File: config.mk
export PLATFORM = sky130hd
export DESIGN_NAME = erc_ctrl
export DESIGN_NICKNAME = d
export VERILOG_FILES = /design/src/erc_pkg.sv /design/src/erc_sync.sv /design/src/erc_ctrl.sv
export VERILOG_INCLUDE_DIRS = /design/src
export SDC_FILE = /design/constraint.sdc
export NUM_CORES = 1
export LEC_CHECK = 0
export ABC_CLOCK_PERIOD_IN_PS = 1700
export BUFFER_PORTS_ARGS = -buffer_cell sky130_fd_sc_hd__buf_2
export CAP_MARGIN = 20
export CORE_MARGIN = 2
export CORE_UTILIZATION = 51
export DETAILED_ROUTE_END_ITERATION = 8
export PLACE_DENSITY = 0.75
export SLEW_MARGIN = 20
export SYNTH_ARGS = -nofsm -noshare
export SYNTH_HDL_FRONTEND = slang
export SYNTH_HIERARCHICAL = 1
export SYNTH_SLANG_ARGS = --single-unit
File: constraint.sdc
create_clock -name mclk -period 1.7 [get_ports mclk]
set_input_delay 0.34 -clock mclk [delete_from_list [all_inputs] [get_ports mclk]]
set_output_delay 0.34 -clock mclk [all_outputs]
set_load 0.03 [all_outputs]
File: src/erc_cfg.svh
// timing constants for the edge-latched rom read controller
`ifndef ERC_CFG_SVH
`define ERC_CFG_SVH

// ****************************************
// clock
// ****************************************
`define ERC_CLK_PERIOD_NS      25

// ****************************************
// timing figures in ns, faster grade
// ****************************************
`define ERC_ADDR_SETUP_NS      0
`define ERC_ADDR_HOLD_NS       60
`define ERC_SEL_LOW_MIN_NS     250
`define ERC_SEL_LOW_MAX_NS     7500
`define ERC_ACCESS_NS          250
`define ERC_RELEASE_NS         60
`define ERC_RECOVERY_NS        125
`define ERC_PERIOD_NS          375

// ****************************************
// cycle counts, least times rounded up
// ****************************************
`define ERC_CEIL(t) (((t) + `ERC_CLK_PERIOD_NS - 1) / `ERC_CLK_PERIOD_NS)
`define ERC_FLOOR(t) ((t) / `ERC_CLK_PERIOD_NS)
`define ERC_HOLD_CYC      `ERC_CEIL(`ERC_ADDR_HOLD_NS)
`define ERC_LOW_CYC       `ERC_CEIL(`ERC_SEL_LOW_MIN_NS)
`define ERC_LOW_MAX_CYC   `ERC_FLOOR(`ERC_SEL_LOW_MAX_NS)
`define ERC_ACCESS_CYC    `ERC_CEIL(`ERC_ACCESS_NS)
`define ERC_RECOV_CYC     `ERC_CEIL(`ERC_RECOVERY_NS)
`define ERC_PERIOD_CYC    `ERC_CEIL(`ERC_PERIOD_NS)
`define ERC_RELEASE_CYC   `ERC_CEIL(`ERC_RELEASE_NS)

`define ERC_ADDR_W        13
`define ERC_DATA_W        8
`define ERC_CNT_W         10

`endif

File: src/erc_pkg.sv
// types for the edge-latched rom read controller
`default_nettype none
package erc_pkg;

  // ****************************************
  // controller states
  // ****************************************
  typedef enum logic [2:0] {
    ERC_IDLE,
    ERC_SETUP,
    ERC_LOW,
    ERC_RECOVER
  } erc_state_e;

  // ****************************************
  // pin group towards the rom
  // ****************************************
  typedef struct packed {
    logic        sel_n;
    logic [12:0] addr;
  } erc_pins_s;

endpackage : erc_pkg

`default_nettype wire

File: src/erc_sync.sv
// two flip-flop synchroniser for the rom data inputs
`timescale 1ns/100ps
`default_nettype none

module erc_sync #(
  parameter int W = 8
) (
  input  wire logic         mclk,
  input  wire logic         rst,
  input  wire logic [W-1:0] din,
  output var  logic [W-1:0] dout
);

  logic [W-1:0] meta_q;

  always_ff @(posedge mclk) begin
    if (rst) begin
      meta_q <= '0;
      dout   <= '0;
    end else begin
      meta_q <= din;
      dout   <= meta_q;
    end
  end

endmodule : erc_sync

`default_nettype wire

File: src/erc_ctrl.sv
// controller that reads words from an edge-latched 8k x 8 rom
`timescale 1ns/100ps
`default_nettype none
`include "erc_cfg.svh"

module erc_ctrl #(
  parameter int ADDR_W      = `ERC_ADDR_W,
  parameter int DATA_W      = `ERC_DATA_W,
  parameter int CNT_W       = `ERC_CNT_W,
  parameter int HOLD_CYC    = `ERC_HOLD_CYC,
  parameter int LOW_CYC     = `ERC_LOW_CYC,
  parameter int LOW_MAX_CYC = `ERC_LOW_MAX_CYC,
  parameter int ACCESS_CYC  = `ERC_ACCESS_CYC,
  parameter int RECOV_CYC   = `ERC_RECOV_CYC,
  parameter int PERIOD_CYC  = `ERC_PERIOD_CYC,
  parameter int RELEASE_CYC = `ERC_RELEASE_CYC
) (
  input  wire logic              mclk,
  input  wire logic              rst,
  input  wire logic              req_valid,
  input  wire logic [ADDR_W-1:0] req_addr,
  output var  logic              req_ready,
  output var  logic              rsp_valid,
  output var  logic [DATA_W-1:0] rsp_data,
  output var  logic              rom_sel_n,
  output var  logic [ADDR_W-1:0] rom_addr,
  input  wire logic [DATA_W-1:0] rom_data
);

  // ****************************************
  // timing limits at counter width
  // ****************************************
  localparam logic [CNT_W-1:0] HOLD_L  = CNT_W'(HOLD_CYC);
  localparam logic [CNT_W-1:0] SAMP_L  = CNT_W'(ACCESS_CYC + 2);
  localparam logic [CNT_W-1:0] LOW_L   =
    CNT_W'((LOW_CYC > ACCESS_CYC + 3) ? LOW_CYC : ACCESS_CYC + 3);
  localparam logic [CNT_W-1:0] REC_L   =
    CNT_W'((RECOV_CYC > RELEASE_CYC) ? RECOV_CYC : RELEASE_CYC);
  localparam logic [CNT_W-1:0] PER_L   = CNT_W'(PERIOD_CYC);
  localparam logic [CNT_W-1:0] LMAX_L  = CNT_W'(LOW_MAX_CYC);

  // ****************************************
  // decodes used in more than one place
  // ****************************************
  // low phase ends at the longer need, never past the width cap
  function automatic logic low_done(input logic [CNT_W-1:0] cnt);
    return (cnt >= LOW_L) || (cnt >= LMAX_L);
  endfunction : low_done

  // ****************************************
  // state and counters
  // ****************************************
  erc_pkg::erc_state_e state_q;
  logic [CNT_W-1:0]    low_cnt_q;
  logic [CNT_W-1:0]    high_cnt_q;
  logic [CNT_W-1:0]    per_cnt_q;
  logic [ADDR_W-1:0]   next_addr_q;
  logic                pend_q;
  logic [DATA_W-1:0]   data_sync;
  logic                may_fall;
  logic [CNT_W-1:0]    hold_cnt_q;
  logic                hold_done;
  logic                sel_fall;
  logic                addr_load;

  // only this controller drives the single select line
  // rom is read only, so the controller has no data output path
  assign may_fall = (high_cnt_q >= REC_L) &&
                    (per_cnt_q >= PER_L);
  assign sel_fall  = (state_q == erc_pkg::ERC_SETUP) && may_fall;
  assign addr_load = (state_q == erc_pkg::ERC_IDLE) && pend_q && hold_done;

  erc_sync #(
    .W(DATA_W)
  ) u_sync (
    .mclk (mclk),
    .rst  (rst),
    .din  (rom_data),
    .dout (data_sync)
  );

  // ****************************************
  // state machine
  // ****************************************
  always_ff @(posedge mclk) begin
    if (rst) begin
      state_q <= erc_pkg::ERC_IDLE;
    end else begin
      unique case (state_q)
        erc_pkg::ERC_IDLE: begin
          if (addr_load) begin
            state_q <= erc_pkg::ERC_SETUP;
          end
        end
        erc_pkg::ERC_SETUP: begin
          if (may_fall) begin
            state_q <= erc_pkg::ERC_LOW;
          end
        end
        erc_pkg::ERC_LOW: begin
          if (low_done(low_cnt_q)) begin
            state_q <= erc_pkg::ERC_RECOVER;
          end
        end
        erc_pkg::ERC_RECOVER: begin
          state_q <= erc_pkg::ERC_IDLE;
        end
        default: begin
          state_q <= erc_pkg::ERC_IDLE;
        end
      endcase
    end
  end

  // ****************************************
  // request capture
  // ****************************************
  always_ff @(posedge mclk) begin
    if (rst) begin
      pend_q      <= 1'b0;
      next_addr_q <= '0;
      req_ready   <= 1'b1;
    end else if (req_valid && req_ready) begin
      pend_q      <= 1'b1;
      next_addr_q <= req_addr;
      req_ready   <= 1'b0;
    end else if (sel_fall) begin
      pend_q      <= 1'b0;
    end else if (state_q == erc_pkg::ERC_RECOVER) begin
      req_ready   <= 1'b1;
    end
  end

  // ****************************************
  // pins towards the rom
  // ****************************************
  always_ff @(posedge mclk) begin
    if (rst) begin
      rom_sel_n <= 1'b1;
      rom_addr  <= '0;
    end else begin
      if (addr_load) begin
        rom_addr <= next_addr_q;
      end
      if (sel_fall) begin
        rom_sel_n <= 1'b0;
      end else if (state_q == erc_pkg::ERC_LOW && low_done(low_cnt_q)) begin
        rom_sel_n <= 1'b1;
      end
    end
  end

  // ****************************************
  // interval counters
  // ****************************************
  always_ff @(posedge mclk) begin
    if (rst) begin
      low_cnt_q  <= '0;
      high_cnt_q <= REC_L;
      per_cnt_q  <= PER_L;
    end else begin
      if (!rom_sel_n) begin
        low_cnt_q  <= low_cnt_q + 1'b1;
        high_cnt_q <= '0;
      end else begin
        low_cnt_q <= '0;
        if (high_cnt_q < REC_L) begin
          high_cnt_q <= high_cnt_q + 1'b1;
        end
      end
      if (sel_fall) begin
        per_cnt_q <= CNT_W'(1);
      end else if (per_cnt_q < PER_L) begin
        per_cnt_q <= per_cnt_q + 1'b1;
      end
    end
  end

  // ****************************************
  // address hold after select falls
  // ****************************************
  // the next address may load only once the hold time has run
  always_ff @(posedge mclk) begin
    if (rst) begin
      hold_cnt_q <= HOLD_L;
    end else if (sel_fall) begin
      hold_cnt_q <= '0;
    end else if (hold_cnt_q < HOLD_L) begin
      hold_cnt_q <= hold_cnt_q + 1'b1;
    end
  end

  assign hold_done = (hold_cnt_q >= HOLD_L);

  // ****************************************
  // read data capture
  // ****************************************
  always_ff @(posedge mclk) begin
    if (rst) begin
      rsp_valid <= 1'b0;
      rsp_data  <= '0;
    end else if (!rom_sel_n && low_cnt_q == SAMP_L && SAMP_L > HOLD_L) begin
      rsp_valid <= 1'b1;
      rsp_data  <= data_sync;
    end else begin
      rsp_valid <= 1'b0;
    end
  end

endmodule : erc_ctrl

`default_nettype wire

# After elaboration in Yosys (flattened, before gate mapping)
# Cells that the tools add are included.
word_totals:
  ff_bits: 97
  inputBits: 24
  out_inout_bits: 24
  wordCells: 77
op_classes:
  add_sub_neg: 4
  n_lt_le_gt_ge: 8
  n_eq_ne: 9
  n_mux: 18
  n_bitwise: 1
  n_reduce_logical: 20
ops:
  columns: ["op", "count"]
  rows:
  - ["$add 10x1->10 const B", 4]
  - ["$ge 10x4->1 const B", 2]
  - ["$mux 3", 5]
  - ["$eq 10x4->1 const B", 1]
  - ["$ge 10x2->1 const B", 1]
  - ["$ge 10x3->1 const B", 1]
  - ["$ge 10x9->1 const B", 1]
  - ["$lt 10x2->1 const B", 1]
  - ["$lt 10x3->1 const B", 1]
  - ["$lt 10x4->1 const B", 1]
  - ["$reduce_bool 2->1", 5]
  - ["$pmux 3 s3", 1]
  - ["$mux 1", 8]
  - ["$mux 4", 2]
  - ["$logic_and 1x1->1", 7]
  - ["$eq 3x2->1 const B", 2]
  - ["$ne 2x2->1 const B", 3]
  - ["$reduce_or 2->1", 3]
  - ["$mux 2", 2]
  - ["$ne 2x1->1 const B", 2]
  - ["$eq 3x1->1 const B", 1]
  - ["$logic_not 3->1", 1]
  - ["$reduce_and 3->1", 1]
  - ["$reduce_and 2->1", 1]
  - ["other kinds (3)", 3]

# Longest topological paths before layout
# Gate-level depths: netlist (run 1).
depth:
  word_depth: 5
  mapped_depth: 8
  mapped_depth_nobuf: 7

# Hierarchy
# The synthesis (run 1) kept the hierarchy.
modules_own_cells:
  columns: ["module", "n_inst", "cells_per_inst", "area_per_inst_um2", "seq_area_each_um2"]
  rows:
  - ["erc_ctrl", 1, 311, 3056.7, 1601.5]
  - ["erc_sync", 1, 33, 464.2, 320.3]

# Worst setup path after synthesis (run 1)
# OpenSTA, ideal clock, no wires.
synth_path:
  kind: "register to register"
  from: "reg per_cnt_q[9]"
  to: "reg per_cnt_q[8]"
  setup_ns: 0.059
  t_arrival_ns: 1.723
  t_required_ns: 1.641
  path_slack_ns: -0.082
  path_stages_with_launch: 7
  path_buffers: 1
  synth_period_minus_slack_ns: 1.782
  cell_sequence: "dfxtp_1 or4_4 nor4_4 nor3b_2 nor2_4 buf_6 and2_1"
synth_between:
  elab_chain_cells: 4
  word_cells_on_any_way: 5
  cone_classes: "2 x order compare; 3 x reduce/logical"
synth_rtl:
  columns: ["item", "line", "source"]
  rows:
  - ["from (decl)", "erc_ctrl.sv:56", "logic [CNT_W-1:0] per_cnt_q;"]
  - ["from (signal assigned)", "erc_ctrl.sv:174", "per_cnt_q <= per_cnt_q + 1'b1;"]
  - ["$ge 10x4->1", "erc_ctrl.sv:69", "(per_cnt_q >= PER_L);"]
  - ["$logic_and 1x1->1", "erc_ctrl.sv:68", "assign may_fall = (high_cnt_q >= REC_L) &&"]
  - ["$logic_and 1x1->1", "erc_ctrl.sv:70", "assign sel_fall = (state_q == erc_pkg::ERC_SETUP) && may_fall;"]
  - ["$reduce_or 2->1 (no source line)", null, null]
# Several ways; a longest one is shown, not always the timed one.
# A chain may end at the register's enable or synchronous reset.

# Worst setup path after layout (run 1)
# Same ends and word-level chain as after synthesis.

==> results of run 1 <==
[synthesized netlist by cell type, types with 2 or more instances]
library cell / count / area share [%]
nor3_1: 4 / 0.57
nand3_1: 5 / 0.71
nor2_1: 34 / 3.6
o21ai_0: 2 / 0.28
xnor2_1: 4 / 0.99
nand2b_1: 3 / 0.53
a21oi_1: 17 / 2.4
ha_1: 13 / 4.6
buf_2: 2 / 0.28
dfxtp_1: 96 / 55
nor2b_2: 7 / 1.7
xor2_1: 8 / 2.0
and2b_2: 6 / 1.5
nand4_1: 4 / 0.71
and3_1: 3 / 0.53
o21bai_1: 7 / 1.5
and2_1: 21 / 3.7
clkbuf_1: 8 / 0.85
buf_6: 2 / 0.64
inv_1: 9 / 0.96
or3_1: 3 / 0.53
nand2_1: 36 / 3.8
a21o_1: 4 / 0.85
mux2i_1: 24 / 6.8
nor2b_1: 6 / 1.1
or4_1: 2 / 0.43
[what timing repair did]
item | CTS | global route
cloned | 0 | 1
setup buffers | 3 | 4
setup endpoints to repair | 46 | 35
gates resized for setup | 8 | 10
pin swaps | 5 | 15
[cells by family after synthesis]
kind of cell	share of synthesized area [%]
AND/OR/NAND/NOR	21.46
flip-flops	54.58
AO/OA/AOI/OAI	6.681
multiplexers	6.823
buffers and inverters	2.843
adder cells (fa/ha/maj)	4.620
XOR/XNOR	2.985
[flip-flops by register name, indices dropped and copies added (netlist names), 2 cells and up]
signal,count
low_cnt_q,10
u_sync/dout,8
hold_cnt_q,10
state_q,2
high_cnt_q,10
per_cnt_q,10
next_addr_q,13
u_sync/meta_q,8
rsp_data,8
rom_addr,13
[power by group]
part	total, mW	switching [mW]	leakage [nW]	internal [mW]
sequential	2.54	0.120	0.783	2.42
combinational	1.33	0.640	1.02	0.695
clock	1.55	0.806	0.101	0.740
[metal layers]
| metal | GRT usage (%) | up-vias | share of wire [%] |
|---|---|---|---|
| li1 | - | 1277 | - |
| met1 | 21.14 | 1170 | 46 |
| met2 | 28.24 | 37 | 49 |
| met3 | 4.739 | 10 | 3.4 |
| met4 | 9.091 | 0 | 2.0 |
| met5 | 0 | - | 0 |
[final timing paths]
path                            slack (ps)        startpoint  depth (start not counted)          endpoint
worst max-delay path                   -60      per_cnt_q[9]                          7      per_cnt_q[8]
worst min-delay path                   180       rom_data[4]                          2  u_sync/meta_q[4]
worst max register to register         -60      per_cnt_q[9]                          7      per_cnt_q[8]
worst min register to register         440  u_sync/meta_q[4]                          1    u_sync/dout[4]
[cell type report]
| class | count | area (um^2) | area share, % |
|---|---|---|---|
| clock buffer | 10 | 137.6 | 3.219 |
| clock inverter | 6 | 73.82 | 1.727 |
| inverter | 9 | 33.78 | 0.7902 |
| multi-input combinational | 227 | 1556 | 36.41 |
| sequential | 96 | 1927 | 45.07 |
| tap | 80 | 100.1 | 2.341 |
| timing repair buffer | 71 | 446.7 | 10.45 |
[critical path, delay by kind of cell (launching register included)]
family	cells	cell delay, ps
flops	1	330
simple gates	5	1070
buf+inv	2	310
==> summary.md, run 1 <==
| Metric | Value |
|---|---|
| Area inside the core boundary | `6719 um^2` |
| Critical-path maximum fanout | `8` |
| CTS Hold Buffers Added | `0` |
| Number of global-route vias before repair | `2378` |
| Fraction of layout instances using a drive strength above 1 | `28.40%` |
| Predominant post-synthesis flop cell | `dfxtp_1` |
| Leakage power summed over all cells | `1.906 nW` |
| Fmax | `0.5681 GHz` |
| Fin area | `4275 um^2` |
| Commonest non-fill, non-tap cell in the layout | `dfxtp_1` |
| Die Footprint | `7585 um^2` |
| Final Slew Violations | `0` |
| First-pass iteration count of the detailed router | `4` |
| Setup Crit Path Kind | `register to register` |
| Post-route total power | `5.421 mW` |
| Worst-case setup margin in the final layout | `-60.16 ps` |
| # clock sinks | `96` |
| Clock tree from TritonCTS | `done` |
| Critical Path Start Type | `register` |
| Synthesized area divided by synthesized cell count | `10.24 um^2` |
| Gpl congestion | `0.8131` |
| Count of final setup violators | `18` |
| Number of standard cells after synthesis | `344` |
| Non-filler cells, final | `499` |
| Fraction of registers with async set/reset | `0%` |
| Arrival time worst endpoint | `2070 ps` |
| Seq/Total Area, Yosys | `54.58%` |
| Global-route total usage across every layer | `17.42%` |
| Net total in the final layout | `451` |
| Post-layout utilization of the core | `63.63%` |
| Number of antenna violations at the first check in global routing | `0` |
| Total number of H-tree levels | `3` |
| CP required | `2010 ps` |
| Global-route wire length before repair | `10300 um` |
| Setup crit end kind | `register` |
| RSZ-0062 raised after global routing | `true` |
| Cell total after placement | `477` |
| Area overhead of the layout relative to synthesis | `21.43%` |
| Type of the worst min-delay path | `input port to register` |
| Period utilisation layout | `103.5%` |
| Worst slew pin tran | `532.8 ps` |
| Clock Pin Slew Worst Setup and Hold Paths | `90 ps` |
| Power density over cell area | `1268 nW/um^2` |
| GRT overflow | `0` |
| Total Negative Setup Slacks | `-624.5 ps` |
| EDFF count, synth | `0` |
| Average wire per cell in the routed design | `12.41 um` |
| Per-cell via count in the routed design | `4.998` |
| Effective utilization at floorplan | `52.40%` |
| Highest-delay cell along the critical path | `or4_4` |
| Post-route DRC | `0` |
| Routed via count | `2494` |
| Final-layout fill cell count | `541` |
| Die Wd | `87.09 um` |
| Insertion delay to the later sink of the worst-skew pair | `360 ps` |
| Clock root buffer | `clkbuf_8` |
| Estimated wirelength of the detail-placed design | `4108 um` |
| Peak supply drop | `0.9744 mV` |
| Violations in the final reports | `negative setup slack` |
| Final Hold Violating Endpoints | `0` |
| First DRT Iteration DRCs | `49` |
| Buffers on Ports | `47` |
| Total wirelength of the detailed-routed design | `6193 um` |
| Outcome | `complete, but fails checks` |
| Distinct cells, synth | `40` |
| Max capacitance violation total | `0` |
| Clock tree skew after final layout | `11.98 ps` |
| Maximum number of pins on one net before global-route repair | `28` |
| Clock buffers created by TritonCTS | `9` |
| IO Pins | `48` |
| Worst-path cell chain | `or4_4, nor4_4, buf_4, nor3b_4, buf_6, nor2_4, and2_1` |
| Area of the mapped netlist | `3521 um^2` |
| Largest stage delay, worst path | `540 ps` |
| Ant diodes | `0` |
| FF+latch count, synth | `96` |
| Number of warnings reported in the yosys synthesis log | `6` |
| Synthesized net count | `381` |
| Worst Hold Slack | `180.0 ps` |
| Tightest slew margin relative to the limit | `64.48%` |
| Height of the chip | `87.09 um` |
| Max Root-Sink Buffers | `2` |
| FP Rows | `30` |
| Area after DPL | `3950 um^2` |
| Post-route antenna net violation count | `0` |
| Highest-count cells in the layout ignoring fill and taps | `92 x dfxtp_1, 47 x buf_2, 36 x nand2_1` |
| Period minus WS final | `1760 ps` |
| Placement Setup Slack | `-87.24 ps` |
(Power assumes the default switching activity.)
==> inputs of run 2 (changes only) <==
CORE_MARGIN = not set   (was 2)
==> run 2 against run 1 <==
Against the previous run: via count shrank 1.1%; setup slack got worse by 44 ps; combinational power about the same; maximum frequency is 2.4% lower; final cell count decreased by 1.0%; the run still ends with negative setup slack left; critical path type unchanged.
==> summary.md, run 2 (synthesis results as in run 1) <==
| Metric | Value |
|---|---|
| Power density over cell area | `1269 nW/um^2 (about the same)` |
| Die Footprint | `7240 um^2 (-4.5%)` |
| Area overhead of the layout relative to synthesis | `21.39% (about the same)` |
| Buffers on Ports | `47 (unchanged)` |
| Delay-heaviest family, CP | `simple AND/OR/NAND/NOR gates` |
| Hold Path Cell Cnt | `2 (unchanged)` |
| Post-route total power | `5.422 mW (about the same)` |
| Gpl congestion | `0.7346 (-9.7%)` |
| Period minus WS final | `1804 ps (+43.98 ps)` |
| Global-route total usage across every layer | `18.30% (+0.88 points)` |
| Post-route antenna net violation count | `0 (unchanged)` |
| Clock root buffer | `clkbuf_8` |
| Max capacitance violation total | `0 (unchanged)` |
| Die Wd | `85.09 um (-2.3%)` |
| # clock sinks | `96 (unchanged)` |
| Routed via count | `2467 (-1.1%)` |
| Tightest slew margin relative to the limit | `61.62% (-2.9 points)` |
| Number of buffer and inverter instances along the worst setup path | `2 (unchanged)` |
| CP required | `1990 ps (-20 ps)` |
| Outcome | `complete, but fails checks` |
| Leakage power summed over all cells | `1.907 nW (about the same)` |
| Final Hold Violating Endpoints | `0 (unchanged)` |
| Critical-path maximum fanout | `7 (-1)` |
| Highest-count cells in the layout ignoring fill and taps | `94 x dfxtp_1, 47 x buf_2, 36 x nand2_1` |
| Portion of total power attributed to sequential cells | `46.8% (about the same)` |
| Clock tree skew after final layout | `11.42 ps (-0.5582 ps)` |
| Area used by multi-input combinational logic | `1559 um^2 (+0.16%)` |
| Startpoint of the lowest-slack register-to-register path | `per_cnt_q[9]` |
| Area inside the core boundary | `6495 um^2 (-3.3%)` |
| Clock tree from TritonCTS | `done` |
| Type of the worst min-delay path | `input port to register` |
| Number of antenna violations at the first check in global routing | `0 (unchanged)` |
| Fraction of layout instances using a drive strength above 1 | `27.58% (-0.82 points)` |
| First-pass iteration count of the detailed router | `4 (unchanged)` |
| Clock Pin Slew Worst Setup and Hold Paths | `90 ps (about the same)` |
| Violations in the final reports | `negative setup slack` |
| Largest stage delay, worst path | `540 ps (about the same)` |
| FP Rows | `29 (-3.3%)` |
| Final-layout fill cell count | `522 (-3.5%)` |
| Setup crit end kind | `register` |
| Endpoint of the worst-slack reg-to-reg timing path | `per_cnt_q[7]` |
| Net total in the final layout | `450 (-0.22%)` |
| Clock group share of total power | `28.6% (about the same)` |
| Setup Crit Path Kind | `register to register` |
| Critical hold path startpoint | `rom_data[4]` |
| RSZ-0062 raised after global routing | `true` |
| Count of final setup violators | `33 (+15)` |
| Worst slew pin tran | `574.4 ps (+41.58 ps)` |
| Global-route wire length before repair | `10390 um (+0.87%)` |
| Commonest non-fill, non-tap cell in the layout | `dfxtp_1` |
| Height of the chip | `85.09 um (-2.3%)` |
| Total number of H-tree levels | `3 (unchanged)` |
| Effective utilization at floorplan | `54.21% (+1.8 points)` |
| Highest-delay cell along the critical path | `or4_4` |
| Register-to-register path setup slack | `-100 ps (-40 ps)` |
| Maximum number of pins on one net before global-route repair | `64 (+130%)` |
| End of the worst hold path | `u_sync/meta_q[4]` |
| Total Negative Setup Slacks | `-1946 ps (-1322 ps)` |
| Ant diodes | `0 (unchanged)` |
| GRT overflow | `0 (unchanged)` |
| Cell total after placement | `472 (-1.0%)` |
| Peak supply drop | `0.5938 mV (-39%)` |
| IO Pins | `48 (unchanged)` |
| Clock buffers created by TritonCTS | `9 (unchanged)` |
| Sequential cell area in the final layout | `1924 um^2 (-0.13%)` |
| Insertion delay to the later sink of the worst-skew pair | `350 ps (about the same)` |
| Fmax | `0.5543 GHz (-2.4%)` |
| Total wirelength of the detailed-routed design | `6148 um (-0.73%)` |
| Internal | `3.930 mW (+1.9%)` |
| Per-cell via count in the routed design | `4.994 (about the same)` |
| Worst-case setup margin in the final layout | `-104.1 ps (-43.98 ps)` |
| Post-layout utilization of the core | `65.81% (+2.2 points)` |
| Estimated wirelength of the detail-placed design | `4013 um (-2.3%)` |
| Reg2Reg Depth | `7 (unchanged)` |
| Non-filler cells, final | `494 (-1.0%)` |
| First DRT Iteration DRCs | `51 (+4.1%)` |
| Top flop regs | `next_addr_q (13), rom_addr (13)` |
| Worst-path cell chain | `or4_4, nor4_4, buf_4, nor3b_4, buf_6, nor2_4, and2_1` |
| Average wire per cell in the routed design | `12.45 um (+0.28%)` |
| Period utilisation layout | `106.1% (+2.6 points)` |
| Combinational group share of total power | `24.6% (about the same)` |
| Critical Path Start Type | `register` |
| Max Root-Sink Buffers | `2 (unchanged)` |
| Post-route DRC | `0 (unchanged)` |
| Number of global-route vias before repair | `2347 (-1.3%)` |
| Net switching power | `1.492 mW (-4.7%)` |
| Arrival time worst endpoint | `2090 ps (+20 ps)` |
| Switching part of the total | `27.52% (-1.4 points)` |
| Final Slew Violations | `0 (unchanged)` |
==> run 2: what timing repair did <==
action / in CTS / in global routing
setup endpoints to repair: 33 / 44
pin swaps: 5 / 11
gates resized for setup: 9 / 9
cloned: 1 / 1
hold buffers: 0 / 0
setup buffers: 4 / 2
==> run 2: layer usage <==
metal  global-route usage, %  routed length, um  vias up
met5                       0                  0        -
li1                        -                  -     1277
met4                   9.245                127        0
met1                   23.20               2951     1136
met3                   3.405                193       10
met2                   29.99               2875       44
==> run 2: worst reg2reg max path: cells and delay by family (launching register included) <==
family	cells	cell delay, ps
buf+inv	2	310
flops	1	320
simple gates	5	1110
==> run 2: area by class of cell <==
type	count	area share, %
repair buffers	70	10.57
well taps	77	2.254
flip-flops and latches	96	45.02
inverters	9	0.7904
multi-input cells	227	36.48
clock inverters	5	1.903
clock buffers	10	2.986
==> run 2: how the worst max path moves through the flow <==
stage / from / cells after the start / end / slack, ps
2_1_floorplan: per_cnt_q[9] / 6 / per_cnt_q[8] / -6
3_3_place_gp: high_cnt_q[0] / 8 / per_cnt_q[9] / -80
3_5_place_dp: high_cnt_q[0] / 8 / hold_cnt_q[3] / -110
4_1_cts: high_cnt_q[0] / 8 / state_q[0] / -60
5_1_grt: high_cnt_q[0] / 8 / state_q[0] / -220
6_report: per_cnt_q[9] / 7 / per_cnt_q[7] / -100
==> run 2: stage by stage <==
step	cell area (um^2)	hold WS, ps	setup WS (ps)
2_1_floorplan	3526	413.8	-5.940
3_3_place_gp	3944	417.6	-81.13
3_5_place_dp	3944	429.6	-107.0
4_1_cts	4223	181.4	-63.36
5_1_grt	4274	184.7	-218.8
6_report	4274	198.7	-104.1
==> run 2: power groups by stage <==
stage	Combinational [mW]	Sequential [mW]	Clock [mW]
finish	1.33	2.54	1.55
global route	1.49	2.56	1.68
CTS	1.28	2.54	1.60
detailed placement	1.19	2.58	0
global placement	1.15	2.58	0
floorplan	0.771	2.61	0
==> inputs of run 3 (changes only) <==
SYNTH_HIERARCHICAL = not set   (was 1)
==> run 3 against run 2 <==
Against the previous run: the flow still finishes with violations (negative setup slack); power decreased by 3.8%; core utilization decreased by 1.3 points; maximum frequency increased by 6.0%; hold slack got worse by 14 ps; largest power group unchanged.
==> summary.md, run 3 <==
| Metric | Value |
|---|---|
| Period utilisation layout | `100.2% (-6.0 points)` |
| Period minus WS final | `1703 ps (-101.4 ps)` |
| Fraction of registers with async set/reset | `0% (unchanged)` |
| Worst slew pin tran | `526.9 ps (-47.50 ps)` |
| FF+latch count, synth | `96 (unchanged)` |
| GRT overflow | `0 (unchanged)` |
| Power density over cell area | `1245 nW/um^2 (-1.8%)` |
| Outcome | `complete, but fails checks` |
| Post-route antenna net violation count | `0 (unchanged)` |
| Maximum number of pins on one net before global-route repair | `59 (-7.8%)` |
| Predominant post-synthesis flop cell | `dfxtp_1` |
| Per-cell via count in the routed design | `5.043 (+0.98%)` |
| CTS Hold Buffers Added | `0 (unchanged)` |
| Top flop regs | `next_addr_q (13), rom_addr (13)` |
| Gpl congestion | `0.7895 (+7.5%)` |
| Clock tree skew after final layout | `10.91 ps (-0.5046 ps)` |
| Post-route DRC | `0 (unchanged)` |
| Estimated wirelength of the detail-placed design | `4080 um (+1.7%)` |
| Clock tree from TritonCTS | `done` |
| Insertion delay to the later sink of the worst-skew pair | `360 ps (about the same)` |
| Final Hold Violating Endpoints | `0 (unchanged)` |
| Peak supply drop | `0.6834 mV (+15%)` |
| Area after DPL | `3882 um^2 (-1.6%)` |
| Highest-count cells in the layout ignoring fill and taps | `92 x dfxtp_1, 47 x buf_2, 35 x nand2_1, 35 x nor2_1, 24 x mux2i_1` |
| Critical-path maximum fanout | `7 (unchanged)` |
| Final Slew Violations | `0 (unchanged)` |
| CP required | `2010 ps (+20 ps)` |
| Most instantiated library cell after synthesis | `dfxtp_1` |
| Max capacitance violation total | `0 (unchanged)` |
| Global-route wire length before repair | `10610 um (+2.1%)` |
| Total number of H-tree levels | `3 (unchanged)` |
| Worst-case setup margin in the final layout | `-2.773 ps (+101.4 ps)` |
| Tightest slew margin relative to the limit | `64.79% (+3.2 points)` |
| Arrival time worst endpoint | `2010 ps (-80 ps)` |
| Average wire per cell in the routed design | `12.39 um (-0.42%)` |
| Type of the worst min-delay path | `input port to register` |
| Seq/Total Area, Yosys | `54.66% (+0.078 points)` |
| Synthesized area divided by synthesized cell count | `10.10 um^2 (-1.3%)` |
| Clock buffers created by TritonCTS | `9 (unchanged)` |
| Ant diodes | `0 (unchanged)` |
| Total wirelength of the detailed-routed design | `6085 um (-1.0%)` |
| Effective utilization at floorplan | `54.13% (-0.077 points)` |
| Routed via count | `2476 (+0.36%)` |
| Die Wd | `85.03 um (about the same)` |
| Area overhead of the layout relative to synthesis | `19.18%` |
| Commonest non-fill, non-tap cell in the layout | `dfxtp_1` |
| Violations in the final reports | `negative setup slack` |
| Number of antenna violations at the first check in global routing | `0 (unchanged)` |
| EDFF count, synth | `0 (unchanged)` |
| Ranking of synthesized cells by area | `dfxtp_1 55%, mux2i_1 6.8%, ha_1 4.6%, and2_1 3.7%, nand2_1 3.7%` |
| Net total in the final layout | `446 (-0.89%)` |
| Cell taking the most area after synthesis | `dfxtp_1` |
| Fraction of layout instances using a drive strength above 1 | `24.15% (-3.4 points)` |
| FP Rows | `29 (unchanged)` |
| First DRT Iteration DRCs | `69 (+35%)` |
| Distinct cells, synth | `43 (+7.5%)` |
| Buffers on Ports | `47 (unchanged)` |
| Fmax | `0.5873 GHz (+6.0%)` |
| First-pass iteration count of the detailed router | `4 (unchanged)` |
| Setup crit end kind | `register` |
| Global-route total usage across every layer | `18.58% (+0.28 points)` |
| Critical Path Start Type | `register` |
| Setup Crit Path Kind | `register to register` |
| Number of standard cells after synthesis | `348 (+1.2%)` |
| Max Root-Sink Buffers | `2 (unchanged)` |
| Total Negative Setup Slacks | `-4.395 ps (+1942 ps)` |
| Leakage power summed over all cells | `1.924 nW (+0.87%)` |
| Area share of the largest cell type after synthesis | `54.66% (+0.078 points)` |
| Height of the chip | `85.03 um (about the same)` |
| Die Footprint | `7230 um^2 (-0.14%)` |
| Number of global-route vias before repair | `2533 (+7.9%)` |
| Clock root buffer | `clkbuf_8` |
| IO Pins | `48 (unchanged)` |
| RSZ-0062 raised after global routing | `true` |
| Number of warnings reported in the yosys synthesis log | `0 (-6)` |
| Most instantiated cells after synthesis | `96 x dfxtp_1, 35 x nand2_1, 35 x nor2_1, 24 x mux2i_1, 21 x and2_1` |
| Clock Pin Slew Worst Setup and Hold Paths | `90 ps (about the same)` |
| # clock sinks | `96 (unchanged)` |
| Synthesized net count | `385 (+1.0%)` |
| Area inside the core boundary | `6495 um^2 (unchanged)` |
| Final-layout fill cell count | `550 (+5.4%)` |
| Count of final setup violators | `2 (-94%)` |
| Area of the mapped netlist | `3516 um^2 (-0.14%)` |
| Fin area | `4190 um^2 (-2.0%)` |
[run 3: cell count changes after synthesis, moves of 2 or more]
cell	change
nor2b_1	+13
nor2b_2	-7
and2b_2	-6
nand3_1	+3
xor2_1	-3
a21o_1	-2
a21oi_1	+2
and3_1	-2
nor3_1	-2
nor4_1	+2
[run 3: worst paths after layout]
check             slack (ps)  cells after the start                to              from
hold / removal           190                      2  u_sync.meta_q[1]       rom_data[1]
setup reg to reg          -3                      6     hold_cnt_q[2]     high_cnt_q[5]
hold reg to reg          440                      1    u_sync.dout[6]  u_sync.meta_q[6]
setup / recovery          -3                      6     hold_cnt_q[2]     high_cnt_q[5]
[run 3: per-layer routing]
| metal | vias up | wire length (um) | GRT usage [%] | share of wire, % |
|---|---|---|---|---|
| li1 | 1273 | - | - | - |
| met1 | 1158 | 2596 | 19.66 | 43 |
| met2 | 37 | 3190 | 34.38 | 52 |
| met3 | 8 | 232 | 6.226 | 3.8 |
| met4 | 0 | 66 | 6.317 | 1.1 |
| met5 | - | 0 | 0 | 0 |
[run 3: kinds of logic after synthesis]
logic type | Yosys count | synth area share, %
AOI/OAI and AO/OA | 40 | 7.509
and+or+nand+nor | 142 | 20.78
adders and majority gates | 13 | 4.626
DFF | 96 | 54.66
xor gates and xnor gates | 9 | 2.242
muxes | 25 | 7.153
buffers and inverters | 23 | 3.025
[run 3: power by group]
part	internal, mW	switching [mW]
combinational	0.593	0.628
sequential	2.42	0.118
clock	0.724	0.736
total	3.74	1.48
[run 3: layout make-up]
| class | count | area, um^2 | share of cell area, % |
|---|---|---|---|
| repair buffers | 63 | 387.9 | 9.256 |
| clock inverters | 4 | 51.30 | 1.224 |
| multi-input cells | 230 | 1549 | 36.97 |
| flip-flops and latches | 96 | 1927 | 45.98 |
| well taps | 77 | 96.34 | 2.299 |
| inverters | 9 | 33.78 | 0.8062 |
| clock buffers | 12 | 145.1 | 3.464 |
[run 3: worst max-delay path, stage by stage (launching register included)]
cell,delay [ps]
dfxtp_2,330
or4_4,550
a211oi_4,250
nor3b_4,80
buf_6,140
nor2_4,160
and2_1,140
[run 3: stage by stage]
| stage | hold WS, ps | utilization, % | instances | power [mW] | worst slack [ps] |
|---|---|---|---|---|---|
| floorplan | 413.8 | - | 348 | 3.431 | 12.26 |
| global route | 171.2 | 64.52 | 491 | 5.513 | -85.09 |
| detailed placement | 423.5 | 59.78 | 469 | 3.714 | 3.062 |
| global placement | 415.6 | 59.78 | 469 | 3.661 | 76.09 |
| finish | 185.2 | 64.52 | 491 | 5.219 | -2.773 |
| CTS | 173.0 | 63.46 | 486 | 5.188 | -18.55 |
[run 3: what timing repair did]
| action | 4_1_cts | 5_1_grt |
|---|---|---|
| pin swaps | 4 | 12 |
| setup buffers | 1 | 4 |
| gates resized for setup | 9 | 9 |
| setup endpoints to repair | 5 | 46 |
| gates cloned | 0 | 1 |
